[src/itd_pkg.sv]
// Purpose: Shared constants for the instruction timing decoder
// Assumes: One opcode byte plus up to two operand bytes per instruction
// Notes:   Opcode values follow the published binary encoding
package itd_pkg;

  // ----------------------------------------------------------------
  // Single opcodes
  // ----------------------------------------------------------------
  localparam logic [7:0] OP_NOP       = 8'h00;
  localparam logic [7:0] OP_SPARE_NOP = 8'hA5;
  localparam logic [7:0] OP_RR        = 8'h03;
  localparam logic [7:0] OP_RRC       = 8'h13;
  localparam logic [7:0] OP_SWAP      = 8'hC4;
  localparam logic [7:0] OP_MOV_A_D   = 8'hE5;
  localparam logic [7:0] OP_MOV_A_IMM = 8'h74;
  localparam logic [7:0] OP_MOV_D_A   = 8'hF5;
  localparam logic [7:0] OP_MOV_D_D   = 8'h85;
  localparam logic [7:0] OP_MOV_D_IMM = 8'h75;
  localparam logic [7:0] OP_LOAD_DATA_POINTER = 8'h90;
  localparam logic [7:0] OP_CODE_DATA_POINTER = 8'h93;
  localparam logic [7:0] OP_CODE_PC   = 8'h83;
  localparam logic [7:0] OP_XRD_R0    = 8'hE2;
  localparam logic [7:0] OP_XWR_R0    = 8'hF2;
  localparam logic [7:0] OP_XRD_DATA_POINTER  = 8'hE0;
  localparam logic [7:0] OP_XWR_DATA_POINTER  = 8'hF0;
  localparam logic [7:0] OP_PUSH      = 8'hC0;
  localparam logic [7:0] OP_POP       = 8'hD0;
  localparam logic [7:0] OP_XCH_D     = 8'hC5;
  localparam logic [7:0] OP_CLR_C     = 8'hC3;
  localparam logic [7:0] OP_SETB_C    = 8'hD3;
  localparam logic [7:0] OP_CPL_C     = 8'hB3;
  localparam logic [7:0] OP_CLR_BIT   = 8'hC2;
  localparam logic [7:0] OP_SETB_BIT  = 8'hD2;
  localparam logic [7:0] OP_CPL_BIT   = 8'hB2;
  localparam logic [7:0] OP_ANL_C_B   = 8'h82;
  localparam logic [7:0] OP_ANL_C_NB  = 8'hB0;
  localparam logic [7:0] OP_ORL_C_B   = 8'h72;
  localparam logic [7:0] OP_ORL_C_NB  = 8'hA0;
  localparam logic [7:0] OP_MOV_C_B   = 8'hA2;
  localparam logic [7:0] OP_MOV_B_C   = 8'h92;
  localparam logic [7:0] OP_JC        = 8'h40;
  localparam logic [7:0] OP_JNC       = 8'h50;
  localparam logic [7:0] OP_JB        = 8'h20;
  localparam logic [7:0] OP_JNB       = 8'h30;
  localparam logic [7:0] OP_JZ        = 8'h60;
  localparam logic [7:0] OP_JNZ       = 8'h70;
  localparam logic [7:0] OP_CMP_A_D   = 8'hB5;
  localparam logic [7:0] OP_CMP_A_IMM = 8'hB4;
  localparam logic [7:0] OP_DEC_D_J   = 8'hD5;
  localparam logic [7:0] OP_FAR_CALL  = 8'h12;
  localparam logic [7:0] OP_FAR_JUMP  = 8'h02;
  localparam logic [7:0] OP_SHORT_JMP = 8'h80;
  localparam logic [7:0] OP_JMP_IND   = 8'h73;
  localparam logic [7:0] OP_RET       = 8'h22;
  localparam logic [7:0] OP_RETI      = 8'h32;

  // ----------------------------------------------------------------
  // Opcode fields
  // ----------------------------------------------------------------
  localparam logic [3:0] HI_MOV_A_R = 4'hE;
  localparam logic [3:0] HI_MOV_R_A = 4'hF;
  localparam logic [3:0] HI_XCH     = 4'hC;
  localparam logic [3:0] HI_LOW_NIBBLE_EXCHANGE    = 4'hD;
  localparam logic [3:0] HI_MOV_R_D = 4'hA;
  localparam logic [3:0] HI_MOV_R_I = 4'h7;
  localparam logic [3:0] HI_MOV_D_R = 4'h8;
  localparam logic [3:0] HI_CMP_R   = 4'hB;
  localparam logic [3:0] LO_PAGE    = 4'h1;
  localparam logic [2:0] IND_LOW    = 3'b011;
  localparam int         SFR_BIT    = 7;

  // ----------------------------------------------------------------
  // Lengths, cycle counts, reset values
  // ----------------------------------------------------------------
  localparam logic [1:0]  LEN1 = 2'd1;
  localparam logic [1:0]  LEN2 = 2'd2;
  localparam logic [1:0]  LEN3 = 2'd3;
  localparam logic [2:0]  CYC1 = 3'd1;
  localparam logic [2:0]  CYC2 = 3'd2;
  localparam logic [2:0]  CYC3 = 3'd3;
  localparam logic [2:0]  CYC4 = 3'd4;
  localparam logic [2:0]  CYC5 = 3'd5;
  localparam logic [7:0]  RST_BYTE = 8'h00;
  localparam logic [15:0] RST_WORD = 16'h0000;

  typedef enum logic {ITD_IDLE, ITD_EXEC} itd_state_e;

endpackage

[src/itd_target_if.sv]
// Purpose: Carries branch target inputs and results between modules
// Assumes: Purely combinational path
// Notes:   calc computes, user supplies operands
`timescale 1ns/100ps
interface itd_target_if;
  import itd_pkg::*;
  logic [15:0] pc;
  logic [1:0]  len;
  logic [7:0]  relByte;
  logic [2:0]  pageHigh;
  logic [7:0]  byteA;
  logic [7:0]  byteB;
  logic [15:0] data_pointer;
  logic [7:0]  acc;
  logic [15:0] nextPc;
  logic [15:0] relTarget;
  logic [15:0] pageTarget;
  logic [15:0] fullTarget;
  logic [15:0] indTarget;
  modport calc (input pc, len, relByte, pageHigh, byteA, byteB, data_pointer, acc,
                output nextPc, relTarget, pageTarget, fullTarget, indTarget);
  modport user (output pc, len, relByte, pageHigh, byteA, byteB, data_pointer, acc,
                input nextPc, relTarget, pageTarget, fullTarget, indTarget);
endinterface

[src/itd_core_decoder.sv]
// Purpose: Decodes transfer, bit and branch opcodes into length, cycles, targets
// Assumes: Operand bytes and datapath flags are valid with instValid
// Notes:   Opcodes outside these groups decode as unknown, one byte, one cycle
//
// How it works
// - Rotate right, rotate via carry and nibble swap: one byte, one cycle.
// - Direct to direct move: three bytes, three cycles.
// - Immediate load of data_pointer: three bytes, three cycles.
// - Both code_byte_read forms: one byte, three cycles.
// - All four external_data_move forms: one byte, three cycles.
// - Stack push and pop of a direct byte: two bytes, two cycles.
// - Accumulator store to indirect RAM: one byte, two cycles.
// - low_nibble_exchange swaps bits 3..0 only; one byte, two cycles.
// - Carry-only ops one byte one cycle; direct bit ops two and two.
// - Carry jumps: two bytes, two cycles not taken, three taken.
// - Bit jumps: three bytes, three cycles not taken, four taken.
// - short_relative_jump: two bytes, three cycles.
// - Accumulator zero jumps: two bytes, two or three cycles.
// - compare_jump_unequal: three/four cycles, indirect form four/five.
// - decrement_jump_nonzero: register two/three, direct byte three/four.
// - Relative offset is signed, added to next instruction address.
// - page_target replaces low eleven bits of next instruction address.
// - full_target reaches any address of the 64K space.
// - Direct address below 0x80 is RAM, 0x80 and above is special_function_register.
// - Indirect address comes from R0 or R1 of the active bank.
// - Register operands select R0..R7 within the active bank.
// - Spare opcode 0xA5 behaves exactly as no_operation.
// - Not-taken conditional branches finish one cycle sooner than taken.
`timescale 1ns/100ps
module itd_core_decoder
  import itd_pkg::*;
(
  input  wire logic        clk,
  input  wire logic        rst_n,
  input  wire logic        instValid,
  output logic             instReady,
  input  wire logic [7:0]  opcode,
  input  wire logic [7:0]  operandA,
  input  wire logic [7:0]  operandB,
  input  wire logic [15:0] instPc,
  input  wire logic [1:0]  bankSel,
  input  wire logic        carryIn,
  input  wire logic [7:0]  accIn,
  input  wire logic [7:0]  ramIn,
  input  wire logic [15:0] dptrIn,
  input  wire logic        bitIn,
  input  wire logic        cmpUnequal,
  input  wire logic        decNonzero,
  output logic             execDone,
  output logic             instKnown,
  output logic [1:0]       lenOut,
  output logic [2:0]       cyclesOut,
  output logic             branchTaken,
  output logic             pcRedirect,
  output logic             isReturn,
  output logic [15:0]      pcTarget,
  output logic [15:0]      nextPc,
  output logic [7:0]       directAddr,
  output logic             directIsSfr,
  output logic [4:0]       regAddr,
  output logic [4:0]       ptrRegAddr,
  output logic [7:0]       accOut,
  output logic [7:0]       ramOut,
  output logic             carryOut
);

  // ----------------------------------------------------------------
  // Opcode classes
  // ----------------------------------------------------------------
  logic [3:0] hi;
  logic       rnForm, indForm;
  logic       g11, g12, g13, g15, g22, g23, gC2, g33, g34, gC3, gC4;
  logic       carryOnly, bitOp, pageForm, farForm, isCond, condTrue, accept;
  logic       isRet, isRrc, isRr, isSwap, isXchd;

  assign hi      = opcode[7:4];
  assign rnForm  = opcode[3];
  assign indForm = (opcode[3:1] == IND_LOW);
  assign isRr    = (opcode == OP_RR);
  assign isRrc   = (opcode == OP_RRC);
  assign isSwap  = (opcode == OP_SWAP);
  assign isXchd  = indForm & (hi == HI_LOW_NIBBLE_EXCHANGE);
  assign isRet   = (opcode == OP_RET) | (opcode == OP_RETI);

  assign carryOnly = (opcode == OP_CLR_C) | (opcode == OP_SETB_C) | (opcode == OP_CPL_C);
  assign bitOp     = (opcode == OP_CLR_BIT) | (opcode == OP_SETB_BIT)
                   | (opcode == OP_CPL_BIT) | (opcode == OP_ANL_C_B)
                   | (opcode == OP_ANL_C_NB) | (opcode == OP_ORL_C_B)
                   | (opcode == OP_ORL_C_NB) | (opcode == OP_MOV_C_B)
                   | (opcode == OP_MOV_B_C);

  // spare opcode joins the no-operation class
  assign g11 = isRr | isRrc | isSwap | carryOnly
             | (opcode == OP_NOP) | (opcode == OP_SPARE_NOP)
             | (rnForm & ((hi == HI_MOV_A_R) | (hi == HI_MOV_R_A) | (hi == HI_XCH)));
  // store to indirect RAM costs an extra cycle
  // nibble exchange, one byte two cycles
  assign g12 = indForm & ((hi == HI_MOV_A_R) | (hi == HI_MOV_R_A)
                        | (hi == HI_XCH) | (hi == HI_LOW_NIBBLE_EXCHANGE));
  assign g13 = (opcode == OP_CODE_DATA_POINTER) | (opcode == OP_CODE_PC)
             | (opcode == OP_XRD_DATA_POINTER) | (opcode == OP_XWR_DATA_POINTER)
             | (opcode[7:1] == OP_XRD_R0[7:1]) | (opcode[7:1] == OP_XWR_R0[7:1])
             | (opcode == OP_JMP_IND);
  assign g15 = isRet;
  assign g22 = (opcode == OP_MOV_A_D) | (opcode == OP_MOV_A_IMM)
             | (opcode == OP_MOV_D_A) | (opcode == OP_PUSH)
             | (opcode == OP_POP) | (opcode == OP_XCH_D) | bitOp
             | ((rnForm | indForm) & ((hi == HI_MOV_R_D) | (hi == HI_MOV_R_I)
                                    | (hi == HI_MOV_D_R)));
  assign pageForm = (opcode[3:0] == LO_PAGE);
  assign g23      = pageForm | (opcode == OP_SHORT_JMP);
  assign gC2 = (opcode == OP_JC) | (opcode == OP_JNC) | (opcode == OP_JZ)
             | (opcode == OP_JNZ) | (rnForm & (hi == HI_LOW_NIBBLE_EXCHANGE));
  assign g33 = (opcode == OP_MOV_D_D) | (opcode == OP_MOV_D_IMM) | (opcode == OP_LOAD_DATA_POINTER);
  assign farForm = (opcode == OP_FAR_CALL) | (opcode == OP_FAR_JUMP);
  assign g34     = farForm;
  // bit jumps, direct decrement jump, compare jumps in accumulator and register forms
  assign gC3 = (opcode == OP_JB) | (opcode == OP_JNB) | (opcode == OP_CMP_A_D)
             | (opcode == OP_CMP_A_IMM) | (opcode == OP_DEC_D_J)
             | (rnForm & (hi == HI_CMP_R));
  assign gC4 = indForm & (hi == HI_CMP_R);

  // ----------------------------------------------------------------
  // Length, cycles, branch decision
  // ----------------------------------------------------------------
  logic       knownNxt, takenNxt, redirectNxt;
  logic [1:0] lenNxt;
  logic [2:0] baseCyc, cycNxt;
  assign knownNxt = g11 | g12 | g13 | g15 | g22 | g23 | gC2 | g33 | g34 | gC3 | gC4;
  assign lenNxt   = (g22 | g23 | gC2)             ? LEN2 :
                    (g33 | g34 | gC3 | gC4)       ? LEN3 : LEN1;
  assign baseCyc  = (g12 | g22 | gC2)             ? CYC2 :
                    (g13 | g23 | g33 | gC3)       ? CYC3 :
                    (g34 | gC4)                   ? CYC4 :
                    g15                           ? CYC5 : CYC1;
  assign isCond   = gC2 | gC3 | gC4;
  assign condTrue = (opcode == OP_JC)  ?  carryIn :
                    (opcode == OP_JNC) ? ~carryIn :
                    (opcode == OP_JB)  ?  bitIn :
                    (opcode == OP_JNB) ? ~bitIn :
                    (opcode == OP_JZ)  ? (accIn == RST_BYTE) :
                    (opcode == OP_JNZ) ? (accIn != RST_BYTE) :
                    (hi == HI_CMP_R)   ? cmpUnequal : decNonzero;
  // taken branch adds the one extra cycle
  assign cycNxt      = baseCyc + {2'd0, isCond & condTrue};
  assign takenNxt    = isCond & condTrue;
  assign redirectNxt = takenNxt | g23 | farForm | isRet | (opcode == OP_JMP_IND);

  // ----------------------------------------------------------------
  // Targets
  // ----------------------------------------------------------------
  itd_target_if tgt ();
  assign tgt.pc       = instPc;
  assign tgt.len      = lenNxt;
  assign tgt.relByte  = (lenNxt == LEN3) ? operandB : operandA;
  assign tgt.pageHigh = opcode[7:5];
  assign tgt.byteA    = operandA;
  assign tgt.byteB    = operandB;
  assign tgt.data_pointer     = dptrIn;
  assign tgt.acc      = accIn;
  itd_target_calc u_calc (
    .tgt (tgt.calc)
  );
  logic [15:0] targetNxt;
  // Return target lives on the stack, so none is produced here
  assign targetNxt = (isCond | (opcode == OP_SHORT_JMP)) ? tgt.relTarget :
                     pageForm                           ? tgt.pageTarget :
                     farForm                            ? tgt.fullTarget :
                     (opcode == OP_JMP_IND)             ? tgt.indTarget : RST_WORD;

  // ----------------------------------------------------------------
  // Operand addressing and small results
  // ----------------------------------------------------------------
  logic [4:0] regAddrNxt, ptrAddrNxt;
  logic [7:0] accNxt, ramNxt;
  logic       carryNxt;
  assign regAddrNxt = {bankSel, opcode[2:0]};
  // only R0 or R1 hold the pointer
  assign ptrAddrNxt = {bankSel, 2'b00, opcode[0]};

  // only the low nibbles trade places
  assign accNxt = isRr   ? {accIn[0], accIn[7:1]} :
                  isRrc  ? {carryIn, accIn[7:1]} :
                  isSwap ? {accIn[3:0], accIn[7:4]} :
                  isXchd ? {accIn[7:4], ramIn[3:0]} : accIn;
  assign ramNxt = isXchd ? {ramIn[7:4], accIn[3:0]} : ramIn;

  assign carryNxt = isRrc                     ? accIn[0] :
                    (opcode == OP_CLR_C)      ? 1'b0 :
                    (opcode == OP_SETB_C)     ? 1'b1 :
                    (opcode == OP_CPL_C)      ? ~carryIn :
                    (opcode == OP_ANL_C_B)    ? (carryIn & bitIn) :
                    (opcode == OP_ANL_C_NB)   ? (carryIn & ~bitIn) :
                    (opcode == OP_ORL_C_B)    ? (carryIn | bitIn) :
                    (opcode == OP_ORL_C_NB)   ? (carryIn | ~bitIn) :
                    (opcode == OP_MOV_C_B)    ? bitIn : carryIn;

  // ----------------------------------------------------------------
  // Cycle sequencer
  // ----------------------------------------------------------------
  itd_state_e state_r, state_nxt;
  logic [2:0] cnt_r, cnt_nxt;
  logic       done_nxt;
  assign instReady = (state_r == ITD_IDLE);
  assign accept    = instValid & instReady;

  always_comb
  begin
    state_nxt = state_r;
    cnt_nxt   = cnt_r;
    done_nxt  = 1'b0;
    case (state_r)
      ITD_IDLE:
      begin
        if (accept)
        begin
          cnt_nxt = cycNxt - CYC1;
          if (cycNxt == CYC1)
            done_nxt = 1'b1;
          else
            state_nxt = ITD_EXEC;
        end
      end
      ITD_EXEC:
      begin
        cnt_nxt = cnt_r - CYC1;
        if (cnt_r == CYC1)
        begin
          done_nxt  = 1'b1;
          state_nxt = ITD_IDLE;
        end
      end
      default:
      begin
        state_nxt = ITD_IDLE;
      end
    endcase
  end

  always_ff @(posedge clk)
  begin
    if (!rst_n)
    begin
      state_r  <= ITD_IDLE;
      cnt_r    <= 3'd0;
      execDone <= 1'b0;
    end
    else
    begin
      state_r  <= state_nxt;
      cnt_r    <= cnt_nxt;
      execDone <= done_nxt;
    end
  end

  // Results latch at acceptance and hold until the next one
  always_ff @(posedge clk)
  begin
    if (!rst_n)
    begin
      instKnown   <= 1'b0;
      lenOut      <= 2'd0;
      cyclesOut   <= 3'd0;
      branchTaken <= 1'b0;
      pcRedirect  <= 1'b0;
      isReturn    <= 1'b0;
      pcTarget    <= RST_WORD;
      nextPc      <= RST_WORD;
      directAddr  <= RST_BYTE;
      directIsSfr <= 1'b0;
      regAddr     <= 5'd0;
      ptrRegAddr  <= 5'd0;
      accOut      <= RST_BYTE;
      ramOut      <= RST_BYTE;
      carryOut    <= 1'b0;
    end
    else if (accept)
    begin
      instKnown   <= knownNxt;
      lenOut      <= lenNxt;
      cyclesOut   <= cycNxt;
      branchTaken <= takenNxt;
      pcRedirect  <= redirectNxt;
      isReturn    <= isRet;
      pcTarget    <= targetNxt;
      nextPc      <= tgt.nextPc;
      directAddr  <= operandA;
      // top bit picks the register space
      directIsSfr <= operandA[SFR_BIT];
      regAddr     <= regAddrNxt;
      ptrRegAddr  <= ptrAddrNxt;
      accOut      <= accNxt;
      ramOut      <= ramNxt;
      carryOut    <= carryNxt;
    end
  end

  // ----------------------------------------------------------------
  // Checks
  // ----------------------------------------------------------------
  logic [7:0] accPrev_r, ramPrev_r, opndPrev_r;
  always_ff @(posedge clk)
  begin
    accPrev_r  <= accIn;
    ramPrev_r  <= ramIn;
    opndPrev_r <= operandA;
  end
endmodule

[src/itd_target_calc.sv]
// Purpose: Branch target arithmetic for the instruction timing decoder
// Assumes: pc is the address of the opcode byte
// Notes:   All targets wrap within the 64K space
`timescale 1ns/100ps
module itd_target_calc
  import itd_pkg::*;
(
  itd_target_if.calc tgt
);

  logic [15:0] relExt;

  // Address of the byte after the instruction
  assign tgt.nextPc     = tgt.pc + {14'd0, tgt.len};
  assign relExt         = {{8{tgt.relByte[7]}}, tgt.relByte};
  assign tgt.relTarget  = tgt.nextPc + relExt;
  // eleven bits replace low part, page kept
  assign tgt.pageTarget = {tgt.nextPc[15:11], tgt.pageHigh, tgt.byteA};
  assign tgt.fullTarget = {tgt.byteA, tgt.byteB};
  assign tgt.indTarget  = tgt.data_pointer + {8'd0, tgt.acc};

endmodule

[config.mk]
export PLATFORM = sky130hd
export DESIGN_NAME = itd_core_decoder
export DESIGN_NICKNAME = d
export VERILOG_FILES = /design/src/itd_pkg.sv /design/src/itd_target_if.sv /design/src/itd_core_decoder.sv /design/src/itd_target_calc.sv
export SDC_FILE = /design/constraint.sdc
export NUM_CORES = 1
export LEC_CHECK = 0
export BUFFER_PORTS_ARGS = -buffer_cell sky130_fd_sc_hd__buf_4
export CELL_PAD_IN_SITES_DETAIL_PLACEMENT = 1
export CELL_PAD_IN_SITES_GLOBAL_PLACEMENT = 1
export CORE_ASPECT_RATIO = 1.75
export CORE_MARGIN = 2
export CORE_UTILIZATION = 39
export CTS_BUF_LIST = sky130_fd_sc_hd__clkbuf_4 sky130_fd_sc_hd__clkbuf_8
export DETAILED_ROUTE_END_ITERATION = 12
export GPL_ROUTABILITY_DRIVEN = 0
export PLACE_DENSITY = 0.91
export SLEW_MARGIN = 25
export SYNTH_ARGS = -nofsm -noshare
export SYNTH_HDL_FRONTEND = slang
export SYNTH_SLANG_ARGS = --single-unit
[constraint.sdc]
create_clock -name clk -period 6.18 [get_ports clk]
set_input_delay 0.618 -clock clk [delete_from_list [all_inputs] [get_ports clk]]
set_output_delay 0.618 -clock clk [all_outputs]
set_load 0.01 [all_outputs]
==> metrics.md <==
| Metric | Value |
|---|---|
| Status | `finished clean` |
| Vias | `~6,700` |
| Port bufs | `157` |
| DIE AREA | `between 15,000 and 20,000 um^2` |
| Area leader, netlist | `dfxtp_1` |
| Number of H-tree levels | `3` |
| Startpoint Class | `input pin` |
| Largest net degree at the start of global routing | `56` |
| CP endpoint kind | `register` |
| Unique masters post-synth | `just over 80` |
| CTS hold repair buffers | `0` |
| Required @ worst endpoint | `around 6500 ps` |
| Routed WL | `23,000 um` |
| Synthesized area per cell | `around 7.6 um^2` |
| Worst hold path depth | `2` |
| Clock power share | `a little over a quarter` |
| Multi-input gate area | `approximately 4100 um^2` |
| Drt wl/cell | `~21 um` |
| 1st-pass router iterations | `5` |
| Leakage power | `between 3 and 4 nW` |
| Synth cell count leaders | `nand2_1 (102), nor2_1 (79), dfxtp_1 (76)` |
| Placement Setup Slack | `roughly 450 ps` |
| # rows | `roughly 60` |
| Unrepaired setup endpoints after global routing | `no` |
| Power, Total | `1.55 mW` |
| Gate Count Post-Synth | `778` |
| Yosys top cell area share | `between 20% and 30%` |
| Detailed-route DRC error count | `0` |
| Tot GR Track Use | `27.6%` |
| Worst-path clk slew | `about 90 ps` |
| Filler Cells Inserted | `between 1,500 and 2,000` |
| Largest family of logic cells by synthesized area | `simple AND/OR/NAND/NOR gates` |
| FF-to-FF setup slack | `about 3900 ps` |
| Min-delay src | `cyclesOut[1]` |
| Total gr overflow | `0` |
| Crit path DAT | `a little under 6000 ps` |
| Sequential fraction of the synthesis area | `around a quarter` |
| Min Tclk post-route | `about 5500 ps` |
| CTS Sinks | `between 70 and 80` |
| Peak supply drop | `0.0991 mV` |
| Complex-gate fraction of the synthesized area | `24.5%` |
| CTS buffer count | `9` |
| Top_reg_cell synth | `dfxtp_1` |
| Most common cell in the netlist | `nand2_1` |
| Switching Share | `36.8%` |
| Post-DP HPWL | `roughly 18,000 um` |
| Worst-case clock buffer depth | `2` |
| Worst hold path class | `reg -> reg` |
| Int Power | `between 0.9 and 1 mW` |
| Register share of total power | `~37%` |
| PwrDens | `210 nW/um^2` |
| Post-synthesis mux area share | `~4.2%` |
| Die H | `between 150 and 200 um` |
| Initial antenna violation count | `0` |
| Fin nets | `between 1,000 and 1,500` |
| I/O Pins | `160` |
| Reg2reg start | `state_r` |
| Simple-Gate Fraction of Synth Area | `between 20% and 30%` |
| Max Freq | `between 150 and 200 MHz` |
| CTS tree | `built` |
| Vias in the first global route | `just under 7,000` |
| XOR/XNOR Fraction of Synth Area | `5.58%` |
| Max Slew Vio Count | `0` |
| Final setup margin | `between 600 and 700 ps` |
| Post-Synth Adder-Cell Area | `7.38%` |
| Register Area | `about 1500 um^2` |
| Crit Path Category | `in -> reg` |
| CTS root buffer | `clkbuf_8` |
| First-pass GRT wire length | `35,900 um` |
| Hold EP | `cyclesOut[1]` |
| Crit Reg-Reg Endpoint | `pcTarget[13]` |
| Actual slew at the worst max-slew pin | `approximately 810 ps` |
| Chip Width | `a little under 100 um` |
| Cells on worst reg2reg path | `7` |
| Mapped Area | `just under 6000 um^2` |
| Gate power share | `between 30% and 40%` |
| Iter 0 DRT Violations | `roughly 400` |
| Ant. Diodes | `0` |
| Post-CTS Setup Repair Bufs | `0` |
| Core area | `~15,000 um^2` |
| Maxcap violations | `0` |
| Endpoints failing setup | `0` |
| Layout cells sized above 1 | `a little under a quarter` |
| WHS | `about 460 ps` |
| Fin crit share | `approximately 90%` |
| Final number of hold-violating endpoints | `0` |
| Cts repair resizes | `0` |
| Register bit total from synthesis | `76` |
| Async SR Flop Fraction | `0%` |
| Slew margin rel. | `45.9%` |
| Top cells by area, synth | `dfxtp_1 (26%), nand2_1 (6.5%), ha_1 (6.4%)` |
| Crit-path max FO | `31` |
| Synth warn | `0` |
| Area Growth Syn to Fin | `24.9%` |
| Skew final | `8.96 ps` |
| Vias/cell | `6.12` |
| Antenna violation net count after detailed routing | `0` |
| Setup_tns | `0 ps` |
| Initial Util | `approximately 40%` |
| EDFF count, synth | `0` |
| Sw power | `about 0.57 mW` |
| Clk Latency, worst-skew pair | `between 300 and 400 ps` |
==> flip-flops by register name, indices dropped and copies added, names as in the netlist, 2 cells and up <==
register    count
nextPc         16
pcTarget       16
accOut          8
directAddr      8
ramOut          8
regAddr         5
cnt_r           3
cyclesOut       3
lenOut          2
==> routing by layer <==
| layer | routed length (um) | share of wire, % | global-route usage, % |
|---|---|---|---|
| met5 | 0 | 0 | 0 |
| met4 | 1370 | 6.0 | 15.8 |
| met3 | 1310 | 5.7 | 3.82 |
| met2 | 12000 | 52 | 50.8 |
| met1 | 8330 | 36 | 29.7 |
==> through the flow <==
step,util [%],instances,cell area (um^2)
floorplan,-,779,5900
global placement,48.3,1077,7160
detailed placement,48.3,1077,7160
CTS,49.7,1093,7370
global route,49.7,1093,7370
finish,49.7,1093,7370
==> cells in the final DEF, fill, tap and decap left out, types with 10 or more instances in the layout <==
cell,Yosys,layout
a211oi_1,20,20
a21oi_1,61,61
a221oi_1,11,11
a31oi_1,11,11
buf_4,6,169
clkbuf_8,0,10
dfxtp_1,76,76
ha_1,30,30
inv_1,19,18
mux2i_1,16,16
nand2_1,102,101
nand3_1,27,27
nand4_1,17,17
nor2_1,79,79
nor3_1,33,33
o21ai_0,48,48
xnor2_1,19,19
xor2_1,16,16
==> final cells by class <==
class,count,area share [%]
Clock buffer,10,1.87
Inverter,19,0.968
Multi-Input combinational cell,630,55.2
Timing Repair Buffer,169,17.2
Sequential cell,76,20.6
Tap cell,183,3.11
Clock inverter,6,0.968
==> critical path, stage by stage <==
cell       delay, ps
buf_4            280
nand2b_1         190
mux2i_1          250
nand3_1          120
o31a_1           120
a2bb2oi_1        140
a211oi_1         680
nand2_1          230
ha_1             320
a21oi_1          420
nand2b_1         200
xnor2_1          100
ha_1             350
o21ai_0          140
o21a_1           220
o21ai_0          320
a21oi_1          160
a211oi_2         350
nor3_1            90
o31a_1           320
o31ai_2          200
==> power groups by stage <==
stage | combinational [mW] | clock, mW | sequential [mW]
2_1_floorplan | 0.320 | 0 | 0.590
3_3_place_gp | 0.551 | 0 | 0.574
3_5_place_dp | 0.566 | 0 | 0.577
4_1_cts | 0.571 | 0.418 | 0.566
5_1_grt | 0.627 | 0.439 | 0.571
6_report | 0.575 | 0.411 | 0.565
==> worst max-delay path by stage <==
| stage | start | end | slack (ps) | cells past startpoint |
|---|---|---|---|---|
| 6_report | opcode[5] | pcTarget[11] | 640 | 21 |
| 3_5_place_dp | opcode[5] | pcTarget[11] | 450 | 21 |
| 4_1_cts | opcode[5] | pcTarget[11] | 780 | 21 |
| 3_3_place_gp | opcode[5] | pcTarget[11] | 690 | 21 |
| 5_1_grt | opcode[5] | pcTarget[11] | 210 | 21 |
| 2_1_floorplan | opcode[4] | pcTarget[15] | 1350 | 21 |
==> cell families after synthesis <==
kind of cell               after synthesis
and+or+nand+nor                        320
xor gates and xnor gates                36
muxes                                   24
AOI/OAI and AO/OA                      215
other                                    1
DFF                                     76
buffers and inverters                   73
adders and majority gates               33
Power figures use the tool's default switching activity.
